## src/ifm_pkg.sv

```systemverilog
// shared constants and types for the internal fault monitor
package ifm_pkg;

   // apb geometry
   localparam int unsigned ADDR_W = 12;
   localparam int unsigned DATA_W = 32;

   // register byte offsets
   localparam logic [11:0] OFS_STATUS   = 12'h000;
   localparam logic [11:0] OFS_MASK     = 12'h004;
   localparam logic [11:0] OFS_CTRL     = 12'h008;
   localparam logic [11:0] OFS_CMD      = 12'h00c;
   localparam logic [11:0] OFS_SETUP_SG = 12'h010;
   localparam logic [11:0] OFS_NVM_CALC = 12'h014;
   localparam logic [11:0] OFS_NVM_FACT = 12'h018;
   localparam logic [11:0] OFS_REF2     = 12'h01c;
   localparam logic [11:0] OFS_TEMP_INPUT_MUX_TEST_BIT_LIM = 12'h020;
   localparam logic [11:0] OFS_ENGINE   = 12'h024;
   localparam logic [11:0] OFS_MEM_BASE = 12'h100;

   // word store: setup image low half, nvm shadow image high half
   localparam int unsigned MEM_AW     = 5;
   localparam int unsigned MEM_WORDS  = 32;
   localparam int unsigned WALK_WORDS = 16;
   localparam logic [4:0]  SETUP_BASE = 5'h00;
   localparam logic [4:0]  NVM_BASE   = 5'h10;

   // status / mask bit positions
   localparam int unsigned FLAG_W     = 6;
   localparam int unsigned FLG_REF    = 0;
   localparam int unsigned FLG_REG    = 1;
   localparam int unsigned FLG_OSC    = 2;
   localparam int unsigned FLG_TMX    = 3;
   localparam int unsigned FLG_CKSUM  = 4;
   localparam int unsigned FLG_NVM    = 5;

   // control and command bit positions
   localparam int unsigned CTRL_TEMP_INPUT_MUX_TEST_BIT_TEST = 0;
   localparam int unsigned CMD_CALC       = 0;
   localparam int unsigned CMD_CHECK      = 1;

   // reset values and signature polynomial
   localparam logic [5:0]  MASK_RST     = 6'h3f;
   localparam logic [15:0] TEMP_INPUT_MUX_TEST_BIT_LO_RST  = 16'h0100;
   localparam logic [15:0] TEMP_INPUT_MUX_TEST_BIT_HI_RST  = 16'h3f00;
   localparam logic [15:0] MISR_SEED    = 16'hffff;
   localparam logic [15:0] MISR_POLY    = 16'h1021;

   // oscillator cross-check counts per independent timer period
   localparam logic [15:0] OSC_EXPECT   = 16'h0064;
   localparam logic [15:0] OSC_TOL      = 16'h0004;

   typedef enum logic [1:0] {ENG_IDLE, ENG_WALK, ENG_DONE} ifm_eng_state_e;
   typedef enum logic [1:0] {MODE_CALC, MODE_CHECK, MODE_NVM} ifm_eng_mode_e;

endpackage

```

## src/ifm_fault_monitor.sv

```systemverilog
// internal fault monitor: supply windows, oscillator, mux, checksum and image checks
//
// The address map and the APB slave port are this design's own decisions.
`timescale 1ns/100ps

module ifm_fault_monitor
   import ifm_pkg::*;
#(
   parameter logic [15:0] OSC_EXP = ifm_pkg::OSC_EXPECT,
   parameter logic [15:0] OSC_TL  = ifm_pkg::OSC_TOL
) (
   // clock, reset, enable
   input  wire logic                      sys_clk,
   input  wire logic                      resetn,
   input  wire logic                      clk_en,
   // apb slave
   input  wire logic                      psel,
   input  wire logic                      penable,
   input  wire logic                      pwrite,
   input  wire logic [ifm_pkg::ADDR_W-1:0] paddr,
   input  wire logic [ifm_pkg::DATA_W-1:0] pwdata,
   output logic      [ifm_pkg::DATA_W-1:0] prdata,
   output logic                           pready,
   output logic                           pslverr,
   // power-good windows: v3p3, v2p5, vcc, vref
   input  wire logic [3:0]                pg_ok,
   // oscillator and independent timer ticks
   input  wire logic                      osc_a_tick,
   input  wire logic                      osc_b_tick,
   input  wire logic                      timer_tick,
   // scan engine status
   input  wire logic                      scan_start,
   input  wire logic                      scan_continuous,
   input  wire logic                      temp_scan_active,
   input  wire logic                      temp_input_mux_test_bit_res_valid,
   input  wire logic [13:0]               temp_input_mux_test_bit_res_code,
   input  wire logic                      ref2_valid,
   input  wire logic [13:0]               ref2_code,
   input  wire logic [15:0]               nvm_factory_sig,
   // host link side
   input  wire logic                      host_read_cmd,
   output logic                           fault_resp_send,
   output logic                           fault_resp_prepend,
   // fault pin, interrupt, mux test drive
   output logic                           fault_n,
   output logic                           irq,
   output logic                           temp_input_mux_test_bit
);
   import ifm_pkg::*;

   ////////////////////////////////////////////////////////////////////////////
   // helpers
   // one step of the signature compression
   function automatic logic [15:0] ifm_misr_step(input logic [15:0] s, input logic [15:0] w);
      ifm_misr_step = {s[14:0], 1'b0} ^ (s[15] ? MISR_POLY : 16'h0000) ^ w;
   endfunction

   // word-store window decode
   function automatic logic ifm_is_mem(input logic [11:0] a);
      ifm_is_mem = (a[11:8] == OFS_MEM_BASE[11:8]) && (a[7] == 1'b0);
   endfunction

   // counts outside expected window
   function automatic logic ifm_off(input logic [15:0] v, input logic [15:0] e,
                                    input logic [15:0] t);
      ifm_off = (v > e + t) || (v + t < e);
   endfunction

   ////////////////////////////////////////////////////////////////////////////
   // declarations
   logic [FLAG_W-1:0] status_q, status_d, flag_set, mask_q;
   logic              pending_q;
   logic [15:0]       stored_sig_q, nvm_calc_q, ref2_q, temp_input_mux_test_bit_lo_q, temp_input_mux_test_bit_hi_q;
   logic [15:0]       osc_a_q, osc_b_q;
   logic              ack_q, go, mem_hit, reg_hit, wr_fire;
   logic              mem_sel_q;
   logic [31:0]       prd_q, rd_mux;
   logic [2:0]        req_q;
   ifm_eng_state_e    eng_q;
   ifm_eng_mode_e     mode_q;
   logic [4:0]        cnt_q;
   logic              rd_vld_q, eng_issue, eng_start;
   logic [15:0]       acc_q;
   logic              mem_en, mem_we;
   logic [4:0]        mem_addr;
   logic [15:0]       mem_rdata;
   logic              osc_bad, temp_input_mux_test_bit_bad, ck_bad, nvm_bad, new_fault;

   ////////////////////////////////////////////////////////////////////////////
   // apb slave: every access takes at least two access cycles
   assign mem_hit = ifm_is_mem(paddr);
   // store access waits while the signature engine owns the port
   assign go      = psel && penable && (!mem_hit || eng_q == ENG_IDLE);
   assign pready  = psel && penable && ack_q;
   assign wr_fire = go && ack_q && pwrite;

   always_comb begin
      reg_hit = 1'b1;
      rd_mux  = 32'h0000_0000;
      case (paddr)
         OFS_STATUS:   rd_mux[FLAG_W-1:0] = status_q;
         OFS_MASK:     rd_mux[FLAG_W-1:0] = mask_q;
         OFS_CTRL:     rd_mux[CTRL_TEMP_INPUT_MUX_TEST_BIT_TEST] = temp_input_mux_test_bit;
         OFS_CMD:      rd_mux = 32'h0000_0000;
         OFS_SETUP_SG: rd_mux[15:0] = stored_sig_q;
         OFS_NVM_CALC: rd_mux[15:0] = nvm_calc_q;
         OFS_NVM_FACT: rd_mux[15:0] = nvm_factory_sig;
         OFS_REF2:     rd_mux[15:0] = ref2_q;
         OFS_TEMP_INPUT_MUX_TEST_BIT_LIM: rd_mux = {temp_input_mux_test_bit_hi_q, temp_input_mux_test_bit_lo_q};
         OFS_ENGINE:   rd_mux = {26'h000_0000, pending_q, req_q, eng_q};
         default:      reg_hit = mem_hit;
      endcase
   end

   assign pslverr = pready && !reg_hit;
   assign prdata  = mem_sel_q ? {16'h0000, mem_rdata} : prd_q;

   // handshake and read capture
   always_ff @(posedge sys_clk) begin
      if (!resetn) begin
         ack_q     <= 1'b0;
         prd_q     <= 32'h0000_0000;
         mem_sel_q <= 1'b0;
      end else if (clk_en) begin
         ack_q <= go && !ack_q;
         if (go && !ack_q) begin
            prd_q     <= rd_mux;
            mem_sel_q <= mem_hit;
         end
      end
   end

   // software controls
   always_ff @(posedge sys_clk) begin
      if (!resetn) begin
         mask_q                  <= MASK_RST;
         temp_input_mux_test_bit <= 1'b0;
         temp_input_mux_test_bit_lo_q               <= TEMP_INPUT_MUX_TEST_BIT_LO_RST;
         temp_input_mux_test_bit_hi_q               <= TEMP_INPUT_MUX_TEST_BIT_HI_RST;
      end else if (clk_en && wr_fire) begin
         if (paddr == OFS_MASK) begin
            mask_q <= pwdata[FLAG_W-1:0];
         end
         if (paddr == OFS_CTRL) begin
            temp_input_mux_test_bit <= pwdata[CTRL_TEMP_INPUT_MUX_TEST_BIT_TEST];
         end
         if (paddr == OFS_TEMP_INPUT_MUX_TEST_BIT_LIM) begin
            temp_input_mux_test_bit_lo_q <= pwdata[15:0];
            temp_input_mux_test_bit_hi_q <= pwdata[31:16];
         end
      end
   end

   ////////////////////////////////////////////////////////////////////////////
   // fault detectors
   // oscillators counted over one independent timer period
   always_ff @(posedge sys_clk) begin
      if (!resetn) begin
         osc_a_q <= 16'h0000;
         osc_b_q <= 16'h0000;
      end else if (clk_en) begin
         if (timer_tick) begin
            osc_a_q <= {15'h0000, osc_a_tick};
            osc_b_q <= {15'h0000, osc_b_tick};
         end else begin
            // saturate so a runaway oscillator cannot wrap back into range
            if (osc_a_tick && osc_a_q != 16'hffff) osc_a_q <= osc_a_q + 16'h0001;
            if (osc_b_tick && osc_b_q != 16'hffff) osc_b_q <= osc_b_q + 16'h0001;
         end
      end
   end

   // a against timer, b against timer, and a against b
   assign osc_bad = timer_tick && (ifm_off(osc_a_q, OSC_EXP, OSC_TL)
                    || ifm_off(osc_b_q, OSC_EXP, OSC_TL)
                    || ifm_off(osc_a_q, osc_b_q, OSC_TL));

   // known-voltage results during a temperature scan
   assign temp_input_mux_test_bit_bad = temp_input_mux_test_bit_res_valid && temp_scan_active
                     && ({2'b00, temp_input_mux_test_bit_res_code} < temp_input_mux_test_bit_lo_q
                     || {2'b00, temp_input_mux_test_bit_res_code} > temp_input_mux_test_bit_hi_q);

   // second reference result kept for the host
   always_ff @(posedge sys_clk) begin
      if (!resetn) begin
         ref2_q <= 16'h0000;
      end else if (clk_en && ref2_valid) begin
         ref2_q <= {2'b00, ref2_code};
      end
   end

   ////////////////////////////////////////////////////////////////////////////
   // signature engine over the word store
   // queued requests: bit0 calc, bit1 check, bit2 image
   always_ff @(posedge sys_clk) begin
      if (!resetn) begin
         req_q <= 3'b000;
      end else if (clk_en) begin
         req_q <= (req_q & ~(eng_start ? (req_q[1] ? 3'b010 : req_q[0] ? 3'b001 : 3'b100)
                                       : 3'b000))
                  | {scan_start,
                     wr_fire && paddr == OFS_CMD && pwdata[CMD_CHECK],
                     wr_fire && paddr == OFS_CMD && pwdata[CMD_CALC]};
      end
   end

   // never start under a store access already in progress
   assign eng_start = (eng_q == ENG_IDLE) && (req_q != 3'b000) && !(psel && mem_hit);
   assign eng_issue = (eng_q == ENG_WALK) && (cnt_q < 5'(WALK_WORDS));

   always_ff @(posedge sys_clk) begin
      if (!resetn) begin
         eng_q    <= ENG_IDLE;
         mode_q   <= MODE_CALC;
         cnt_q    <= 5'h00;
         rd_vld_q <= 1'b0;
         acc_q    <= MISR_SEED;
      end else if (clk_en) begin
         rd_vld_q <= eng_issue;
         case (eng_q)
            ENG_IDLE: begin
               if (eng_start) begin
                  eng_q  <= ENG_WALK;
                  cnt_q  <= 5'h00;
                  acc_q  <= MISR_SEED;
                  mode_q <= req_q[1] ? MODE_CHECK : req_q[0] ? MODE_CALC : MODE_NVM;
               end
            end
            ENG_WALK: begin
               if (eng_issue) cnt_q <= cnt_q + 5'h01;
               if (rd_vld_q) acc_q <= ifm_misr_step(acc_q, mem_rdata);
               if (!eng_issue && !rd_vld_q) eng_q <= ENG_DONE;
            end
            ENG_DONE: eng_q <= ENG_IDLE;
            default:  eng_q <= ENG_IDLE;
         endcase
      end
   end

   // results of a finished walk
   assign ck_bad  = (eng_q == ENG_DONE) && (mode_q == MODE_CHECK)
                    && (acc_q != stored_sig_q);
   assign nvm_bad = (eng_q == ENG_DONE) && (mode_q == MODE_NVM)
                    && (acc_q != nvm_factory_sig);

   always_ff @(posedge sys_clk) begin
      if (!resetn) begin
         stored_sig_q <= MISR_SEED;
         nvm_calc_q   <= 16'h0000;
      end else if (clk_en && eng_q == ENG_DONE) begin
         if (mode_q == MODE_CALC) stored_sig_q <= acc_q;
         if (mode_q == MODE_NVM)  nvm_calc_q   <= acc_q;
      end
   end

   // store port: engine first, else the apb transfer
   always_comb begin
      mem_en   = eng_issue || (go && mem_hit);
      mem_we   = !eng_issue && wr_fire && mem_hit;
      mem_addr = eng_issue ? ((mode_q == MODE_NVM) ? NVM_BASE : SETUP_BASE) + cnt_q
                           : paddr[6:2];
   end

   ifm_word_mem #(
      .WIDTH (16),
      .DEPTH (MEM_WORDS),
      .AW    (MEM_AW)
   ) u_mem (
      .sys_clk (sys_clk),
      .resetn  (resetn),
      .clk_en  (clk_en),
      .en      (mem_en),
      .we      (mem_we),
      .addr    (mem_addr),
      .wdata   (pwdata[15:0]),
      .rdata   (mem_rdata)
   );

   ////////////////////////////////////////////////////////////////////////////
   // status, fault pin, interrupt, fault response
   always_comb begin
      flag_set            = '0;
      flag_set[FLG_REF]   = !pg_ok[3];
      flag_set[FLG_REG]   = !(&pg_ok[2:0]);
      flag_set[FLG_OSC]   = osc_bad;
      flag_set[FLG_TMX]   = temp_input_mux_test_bit_bad;
      flag_set[FLG_CKSUM] = ck_bad;
      flag_set[FLG_NVM]   = nvm_bad;
      // write-one-clear, but a fresh set in the same cycle wins
      status_d = status_q;
      if (wr_fire && paddr == OFS_STATUS) status_d = status_q & ~pwdata[FLAG_W-1:0];
      status_d = status_d | flag_set;
   end

   assign new_fault = |(flag_set & ~status_q);

   always_ff @(posedge sys_clk) begin
      if (!resetn) begin
         status_q <= '0;
         fault_n  <= 1'b1;
         irq      <= 1'b0;
      end else if (clk_en) begin
         status_q <= status_d;
         fault_n  <= ~|status_d;
         irq      <= |(status_d & mask_q);
      end
   end

   // response goes out now when scanning, else waits for the next read
   always_ff @(posedge sys_clk) begin
      if (!resetn) begin
         pending_q          <= 1'b0;
         fault_resp_send    <= 1'b0;
         fault_resp_prepend <= 1'b0;
      end else if (clk_en) begin
         fault_resp_send    <= new_fault && scan_continuous;
         fault_resp_prepend <= host_read_cmd && pending_q;
         pending_q <= (pending_q && !host_read_cmd)
                      || (new_fault && !scan_continuous);
      end
   end

endmodule

```

## src/ifm_word_mem.sv

```systemverilog
// single-port word store with registered read data
`timescale 1ns/100ps

module ifm_word_mem #(
   parameter int unsigned WIDTH = 16,
   parameter int unsigned DEPTH = 32,
   parameter int unsigned AW    = 5
) (
   // clock, reset, enable
   input  wire logic             sys_clk,
   input  wire logic             resetn,
   input  wire logic             clk_en,
   // access port
   input  wire logic             en,
   input  wire logic             we,
   input  wire logic [AW-1:0]    addr,
   input  wire logic [WIDTH-1:0] wdata,
   output logic      [WIDTH-1:0] rdata
);

   // array holds no reset; contents are loaded by software
   logic [WIDTH-1:0] mem_q [DEPTH];

   // write port
   always_ff @(posedge sys_clk) begin
      if (clk_en && en && we) begin
         mem_q[addr] <= wdata;
      end
   end

   // read data register, one cycle after the request
   always_ff @(posedge sys_clk) begin
      if (!resetn) begin
         rdata <= '0;
      end else if (clk_en && en) begin
         rdata <= mem_q[addr];
      end
   end

endmodule

```

## config.mk

```make
export PLATFORM = sky130hd
export DESIGN_NAME = ifm_fault_monitor
export DESIGN_NICKNAME = d
export VERILOG_FILES = /design/src/ifm_pkg.sv /design/src/ifm_fault_monitor.sv /design/src/ifm_word_mem.sv
export SDC_FILE = /design/constraint.sdc
export NUM_CORES = 1
export LEC_CHECK = 0
export BUFFER_PORTS_ARGS = -buffer_cell sky130_fd_sc_hd__buf_2
export CAP_MARGIN = 0
export CORE_MARGIN = 2
export CORE_UTILIZATION = 35
export CTS_CLUSTER_SIZE = 14
export DETAILED_ROUTE_END_ITERATION = 8
export PLACE_DENSITY_LB_ADDON = 0.05
export SLEW_MARGIN = 5
export SYNTH_ARGS = -nofsm -noshare
export SYNTH_HDL_FRONTEND = slang
export SYNTH_SLANG_ARGS = --single-unit
```

## constraint.sdc

```tcl
create_clock -name sys_clk -period 5.8 [get_ports sys_clk]
set_clock_uncertainty 0.2 [all_clocks]
set_input_delay 0.58 -clock sys_clk [delete_from_list [all_inputs] [get_ports sys_clk]]
set_output_delay 0.58 -clock sys_clk [all_outputs]
set_load 0.1 [all_outputs]
```

After elaboration in Yosys (flattened, before gate mapping)
Memory sizes are Yosys's and may differ from the RTL's. A register that Yosys moved wholly into a read port is not among the register bits.
Cells that the tools add are included.
{"block": "classes", "addsub": 6, "magnitude_cmp": 9, "eq_ne": 22, "n_mux": 30, "n_bitwise": 12, "reduce_logical": 83}
{"cell": "two-way mux 16 bit", "n": 7}
{"cell": "one-hot mux 10 bit (5 select lines)", "n": 1}
{"cell": "equality test 12 x 5 -> 1 bit, second input constant", "n": 4}
{"cell": "one-hot mux 5 bit (8 select lines)", "n": 1}
{"cell": "logical AND 1 bit", "n": 38}
{"cell": "adder 16 x 1 -> 16 bit, second input constant", "n": 2}
{"cell": "adder 16 x 3 -> 16 bit, second input constant", "n": 2}
{"cell": "greater-than comparator 16 x 7 -> 1 bit, second input constant", "n": 2}
{"cell": "< comparator 16 x 7 -> 1 bit, second input constant", "n": 2}
{"cell": "two-way mux 32 bit", "n": 1}
{"cell": "inequality test 16 bit", "n": 2}
{"cell": "inequality test 16 bit, second input constant", "n": 2}
{"cell": "one-hot mux 16 bit (2 select lines)", "n": 1}
{"cell": "equality test 12 x 4 -> 1 bit, second input constant", "n": 2}
{"cell": "equality test 12 x 6 -> 1 bit, second input constant", "n": 2}
{"cell": "two-way mux 5 bit", "n": 4}
{"cell": "bitwise AND 6 bit", "n": 3}
{"cell": "OR reduction 6 bit", "n": 3}
{"cell": "greater-than comparator 14 x 16 -> 1 bit", "n": 1}
{"cell": "greater-than comparator 16 bit", "n": 1}
{"cell": "< comparator 14 x 16 -> 1 bit", "n": 1}
{"cell": "< comparator 16 bit", "n": 1}
{"cell": "AND reduction 2 bit", "n": 8}
{"cell": "bitwise XOR 16 x 13 -> 16 bit", "n": 1}
{"cell": "33 further kinds", "n": 70}
{"block": "totals", "regBits": 191, "ramBits": 512, "in_bits": 107, "output_inout_bits": 39, "memories": 1}
{"name": "u_mem.mem_q", "words": 32, "width": 16, "read_ports": 1, "rd_ports_with_merged_regs": 1, "wr": 1, "line": "ifm_word_mem.sv:22", "source": "logic [WIDTH-1:0] mem_q [DEPTH];"}

Depth between registers and ports, before layout
{"block": "depth", "word_depth": 12, "depth_mapped": 15, "mapped_depth_nobuf": 14}

By module
A second synthesis with hierarchy kept.
{"block": "hier_totals", "cells_unflattened": 2405, "area_unflattened_um2": 31671.6}
{"mod": "ifm_word_mem", "n_inst": 1, "cells_each": 985, "area_per_inst_um2": 20283.2, "seq_area_each_um2": 15695.1}
{"mod": "ifm_fault_monitor", "n_inst": 1, "cells_each": 1420, "area_per_inst_um2": 11388.4, "seq_area_each_um2": 3823.7}

Worst setup path before layout
OpenSTA, ideal clock, no wires.
{"block": "synth_timing", "path_type": "in2reg", "from": "in psel", "to": "mem u_mem.mem_q[12][0], enable pin", "setup_time_ps": 388, "arrival_time_ps": 3088, "required_time_ps": 5212, "path_slack_ps": 2123, "path_stages": 7, "n_path_buf": 1, "path_cell_list": "and3_1 nand2_1 nor2_1 and3_1 clkbuf_1 nand4_1 nor2_1"}
{"block": "synth_via", "elab_chain_cells": 9, "word_cells_on_any_way": 12, "classes_between": "2 x mux; 10 x reduce/logical"}
{"element": "from (decl)", "line": "ifm_fault_monitor.sv:17", "source": "input wire logic psel,"}
{"element": "logical AND 1 bit (*) (2 in a row)", "line": "ifm_fault_monitor.sv:93", "source": "assign go = psel && penable && (!mem_hit || eng_q == ENG_IDLE);"}
{"element": "logical AND 1 bit (2 in a row)", "line": "ifm_fault_monitor.sv:95", "source": "assign wr_fire = go && ack_q && pwrite;"}
{"element": "logical AND 1 bit (2 in a row)", "line": "ifm_fault_monitor.sv:259", "source": "mem_we = !eng_issue && wr_fire && mem_hit;"}
{"element": "logical AND 1 bit (*)", "line": "ifm_word_mem.sv:26", "source": "if (clk_en && en && we) begin"}
{"element": "two-way mux 1 bit (*)", "line": "ifm_word_mem.sv:26"}
{"element": "two-way mux 1 bit (implied by the code) (*)", "line": "ifm_word_mem.sv:27", "source": "mem_q[addr] <= wdata;"}
{"element": "to (decl)", "line": "ifm_word_mem.sv:22"}
Every way passes the cells marked *; elsewhere a longest branch is shown, timed or not.

Final worst setup path
{"block": "layout_timing", "from": "reg eng_q[1]", "to": "reg u_mem.rdata[6], read port of u_mem.mem_q"}
{"block": "layout_via", "elab_chain_cells": 6, "word_cells_on_any_way": 9, "classes_between": "1 x eq/ne; 1 x mux; 7 x reduce/logical"}
{"element": "from (decl)", "line": "ifm_fault_monitor.sv:79", "source": "ifm_eng_state_e eng_q;"}
{"element": "from (signal assigned)", "line": "ifm_fault_monitor.sv:213", "source": "eng_q <= ENG_IDLE;"}
{"element": "from (signal assigned)", "line": "ifm_fault_monitor.sv:223", "source": "eng_q <= ENG_WALK;"}
{"element": "from (signal assigned)", "line": "ifm_fault_monitor.sv:232", "source": "if (!eng_issue && !rd_vld_q) eng_q <= ENG_DONE;"}
{"element": "logical NOT 2 bit", "line": "ifm_fault_monitor.sv:93"}
{"element": "logical OR 1 bit", "line": "ifm_fault_monitor.sv:93"}
{"element": "logical AND 1 bit", "line": "ifm_fault_monitor.sv:93"}
{"element": "logical AND 1 bit", "line": "ifm_fault_monitor.sv:258", "source": "mem_en = eng_issue || (go && mem_hit);"}
{"element": "logical OR 1 bit", "line": "ifm_fault_monitor.sv:258"}
{"element": "logical AND 1 bit", "line": "ifm_word_mem.sv:35", "source": "end else if (clk_en && en) begin"}
{"element": "to (decl)", "line": "ifm_word_mem.sv:18", "source": "output logic [WIDTH-1:0] rdata"}
Parallel ways exist; a longest one is shown, timed or not.
A chain may end at the register's enable or synchronous reset.

==> impl_results.md <==
* M2 GR Usage at 37.4%
* First drt pass iteration count at 9
* Post-CTS setup buffer count at 0
* Clk network pwr share at 44.6%
* CTS tree: built
* R2r startpoint: eng_q[1]$_SDFFE_PN0P_
* First-pass GRT wire length at 155 mm
* Tot Pwr at 0.0116 W
* Commonest cells post-synth: nand2_1, edfxtp_1, dfxtp_1
* Final setup viols at 0
* Routed wire length per instance at 25.6 um
* Min-Delay Path Class: in2reg
* Crit end category: register
* DR DRC count at 0
* Drt first-iter violations at 2139
* Worst-margin pin slew at 1.25 ns
* Largest net degree at the start of global routing at 88
* Die height at 305 um
* Most frequently used flop master after synthesis: edfxtp_1
* CP Launch Type: register
* Inserted Clock Buffers at 81
* Syn Nets at 2955
* Clk pin slew, worst setup/hold paths at 0.06 ns
* Slew Viols, Final at 0
* Worst ir drop on vdd at 0.000246 V
* Synth warnings at 0
* Fraction of layout instances using a drive strength above 1 at 14.5%
* Net Sw Power at 0.00279 W
* Clock Root Buffer: clkbuf_16
* Seq/Total Area, Yosys at 61.6%
* Sum Neg Setup Slack at 0 ns
* Leakage power at 13.0 nW
* Die area at 93000 um2
* Worst Path Required at 6.17 ns
* Most Crowded Layer GR: met2
* Unique cell type count in the Yosys netlist at 80
* Slew HR at 14.3%
* Layout area overhead at 15.9%
* Synth area leaders: edfxtp_1, dfxtp_1, nand2_1, mux4_2, nand3_1
* Final ANT Viol Nets at 0
* Reg2reg end: u_mem.rdata[6]$_SDFFE_PN0P_
* GRT Util Overall at 22.5%
* Worst Hold Path Cells at 3
* Routed wire length at 107 mm
* Fraction of registers with async set/reset at 0%
* Initial Util at 35.3%
* R2R setup slack at 1.27 ns
* Total number of vias at 22700
* Post-layout util at 40.8%
* Hold Vio Cnt, Final at 0
* RSZ-0062 raised after global routing: false
* Initial antenna violation count at 0
* Setup ws final at 1.27 ns
* Drt via density at 5.45
* Port Buffers at 145
* Total gr overflow at 0
* Mean post-synth cell area at 11.4 um2
* Die X at 305 um
* Worst Reg-to-Reg Cells at 10
* Core area at 89900 um2
* Post-layout minimum cycle time at 4.53 ns
* Int Pwr at 0.00882 W
* Synth Cell Area at 31700 um2
* Fmax at 221 MHz
* # rows at 110
* Synth top area share at 48.5%
* Clk sinks at 719
* Met3 GRT Util at 2.39%
* Worst hold endpoint: ref2_q[1]$_SDFFE_PN0P_
* Cts hold-fix bufs at 25
* Worst Path Max Fanout at 58
* Switch share at 24.1%
* # IOs at 146
* Vias in the first global route at 22400
* Max_cap viols at 0
* Place WS at 1.26 ns
* Syn Inst Count at 2783
* FF+latch count, synth at 719
* Count leader, synth: nand2_1
* CTS H-Tree Depth at 3
* RePlAce Congestion at 0.853
* Met1 GRT Util at 31.1%
* Hold_sp: ref2_code[1]
* CTS Buffer Depth at 3
* Critical path type: reg2reg
* Post-synth EDFFs at 512
* DP HPWL at 68.5 mm
* Area leader, netlist: edfxtp_1
* Clk_lat worst skew at 0.63 ns
* Period Utilization, post-route at 78.1%
* Power Density at 316 nW/um2
* WHS at 0.0341 ns
* CP arrival at 4.90 ns
* Reg power frac at 47.8%
* Nets at 3100
* Status: finished clean
* Post-cts sizing count at 0
* Gate power share at 7.6%
how the worst max path moves through the flow:
stage	startpoint	end	slack [ns]	depth (start not counted)
after floorplan	psel	u_mem.mem_q[12][0]$_DFFE_PP_	2.12	7
after global placement	eng_q[1]$_SDFFE_PN0P_	u_mem.rdata[0]$_SDFFE_PN0P_	1.26	10
after detailed placement	eng_q[1]$_SDFFE_PN0P_	u_mem.rdata[6]$_SDFFE_PN0P_	1.26	10
after CTS	eng_q[1]$_SDFFE_PN0P_	u_mem.rdata[6]$_SDFFE_PN0P_	1.25	10
after global routing	eng_q[1]$_SDFFE_PN0P_	u_mem.rdata[6]$_SDFFE_PN0P_	1.05	10
final	eng_q[1]$_SDFFE_PN0P_	u_mem.rdata[6]$_SDFFE_PN0P_	1.27	10
metal layers:
metal  vias up  wire length (um)
li1      10500                 -
met1     11500             48100
met2       632             51200
met3       155              4270
met4         0              2920
met5         -                 0
cells in the final DEF (no fill, tap or decap), types with 45 or more instances in the layout:
cell type,instances
nand2_1,594
clkbuf_16,83
ha_1,65
buf_4,80
a311oi_1,48
o21ai_0,87
xnor2_1,50
dfxtp_1,207
a21oi_1,119
nor2_1,147
xor2_1,54
inv_1,58
buf_2,145
and3_1,51
mux4_2,45
edfxtp_1,512
nand3_1,181
final cells by class:
class	count	area [um2]
tap	1176	1470
sequential	719	19500
antenna	2	5.00
inverter	59	223
clock buffer	107	2230
fill	8645	53200
timing repair buffer	253	1640
clock inverter	39	407
multi-input combinational	1814	11200
registers in the layout (all words and copies together), names as in the netlist, 6 cells and up:
name / flops
ref2_q: 14
mask_q: 6
nvm_calc_q: 16
status_q: 6
osc_a_q: 16
u_mem.mem_q: 512
u_mem.rdata: 16
temp_input_mux_test_bit_lo_q: 16
temp_input_mux_test_bit_hi_q: 16
osc_b_q: 16
stored_sig_q: 16
acc_q: 16
prd_q: 32
metrics by stage:
stage / instance area (um2) / cells
6_report: 36700 / 4169
5_1_grt: 36700 / 4167
4_1_cts: 36700 / 4167
3_5_place_dp: 33800 / 3996
3_3_place_gp: 33800 / 3996
2_1_floorplan: 31700 / 2783
critical path, stage by stage, from the launching register on:
cell	delay (ns)
dfxtp_1	0.59
or3b_1	0.68
a21o_4	0.77
buf_4	0.39
nand2_1	0.07
and3_1	0.19
a311oi_1	0.54
a31oi_1	0.16
o21ai_0	0.58
a21oi_1	0.15
nor2_1	0.11
kinds of logic (layout without fill, tap and decap cells):
family          count (synthesis)  in the layout  share of synthesized area [%]
compound gates                420            420                           8.73
xor+xnor                      105            105                           2.95
fa+ha+maj                      65             65                           2.57
buf+inv                       250            458                           3.34
flops                         719            719                           61.6
mux                            92             92                           4.77
other cells                     0              2                              0
simple gates                 1132           1132                           16.1
power groups by stage:
stage / logic, W / clock network, W / registers (W)
after CTS: 0.000895 / 0.00529 / 0.00555
after floorplan: 0.000467 / 0 / 0.00565
after global routing: 0.000946 / 0.00547 / 0.00555
after global placement: 0.000874 / 0 / 0.00566
after detailed placement: 0.000879 / 0 / 0.00566
final: 0.000883 / 0.00518 / 0.00555
(Power assumes the default switching activity.)
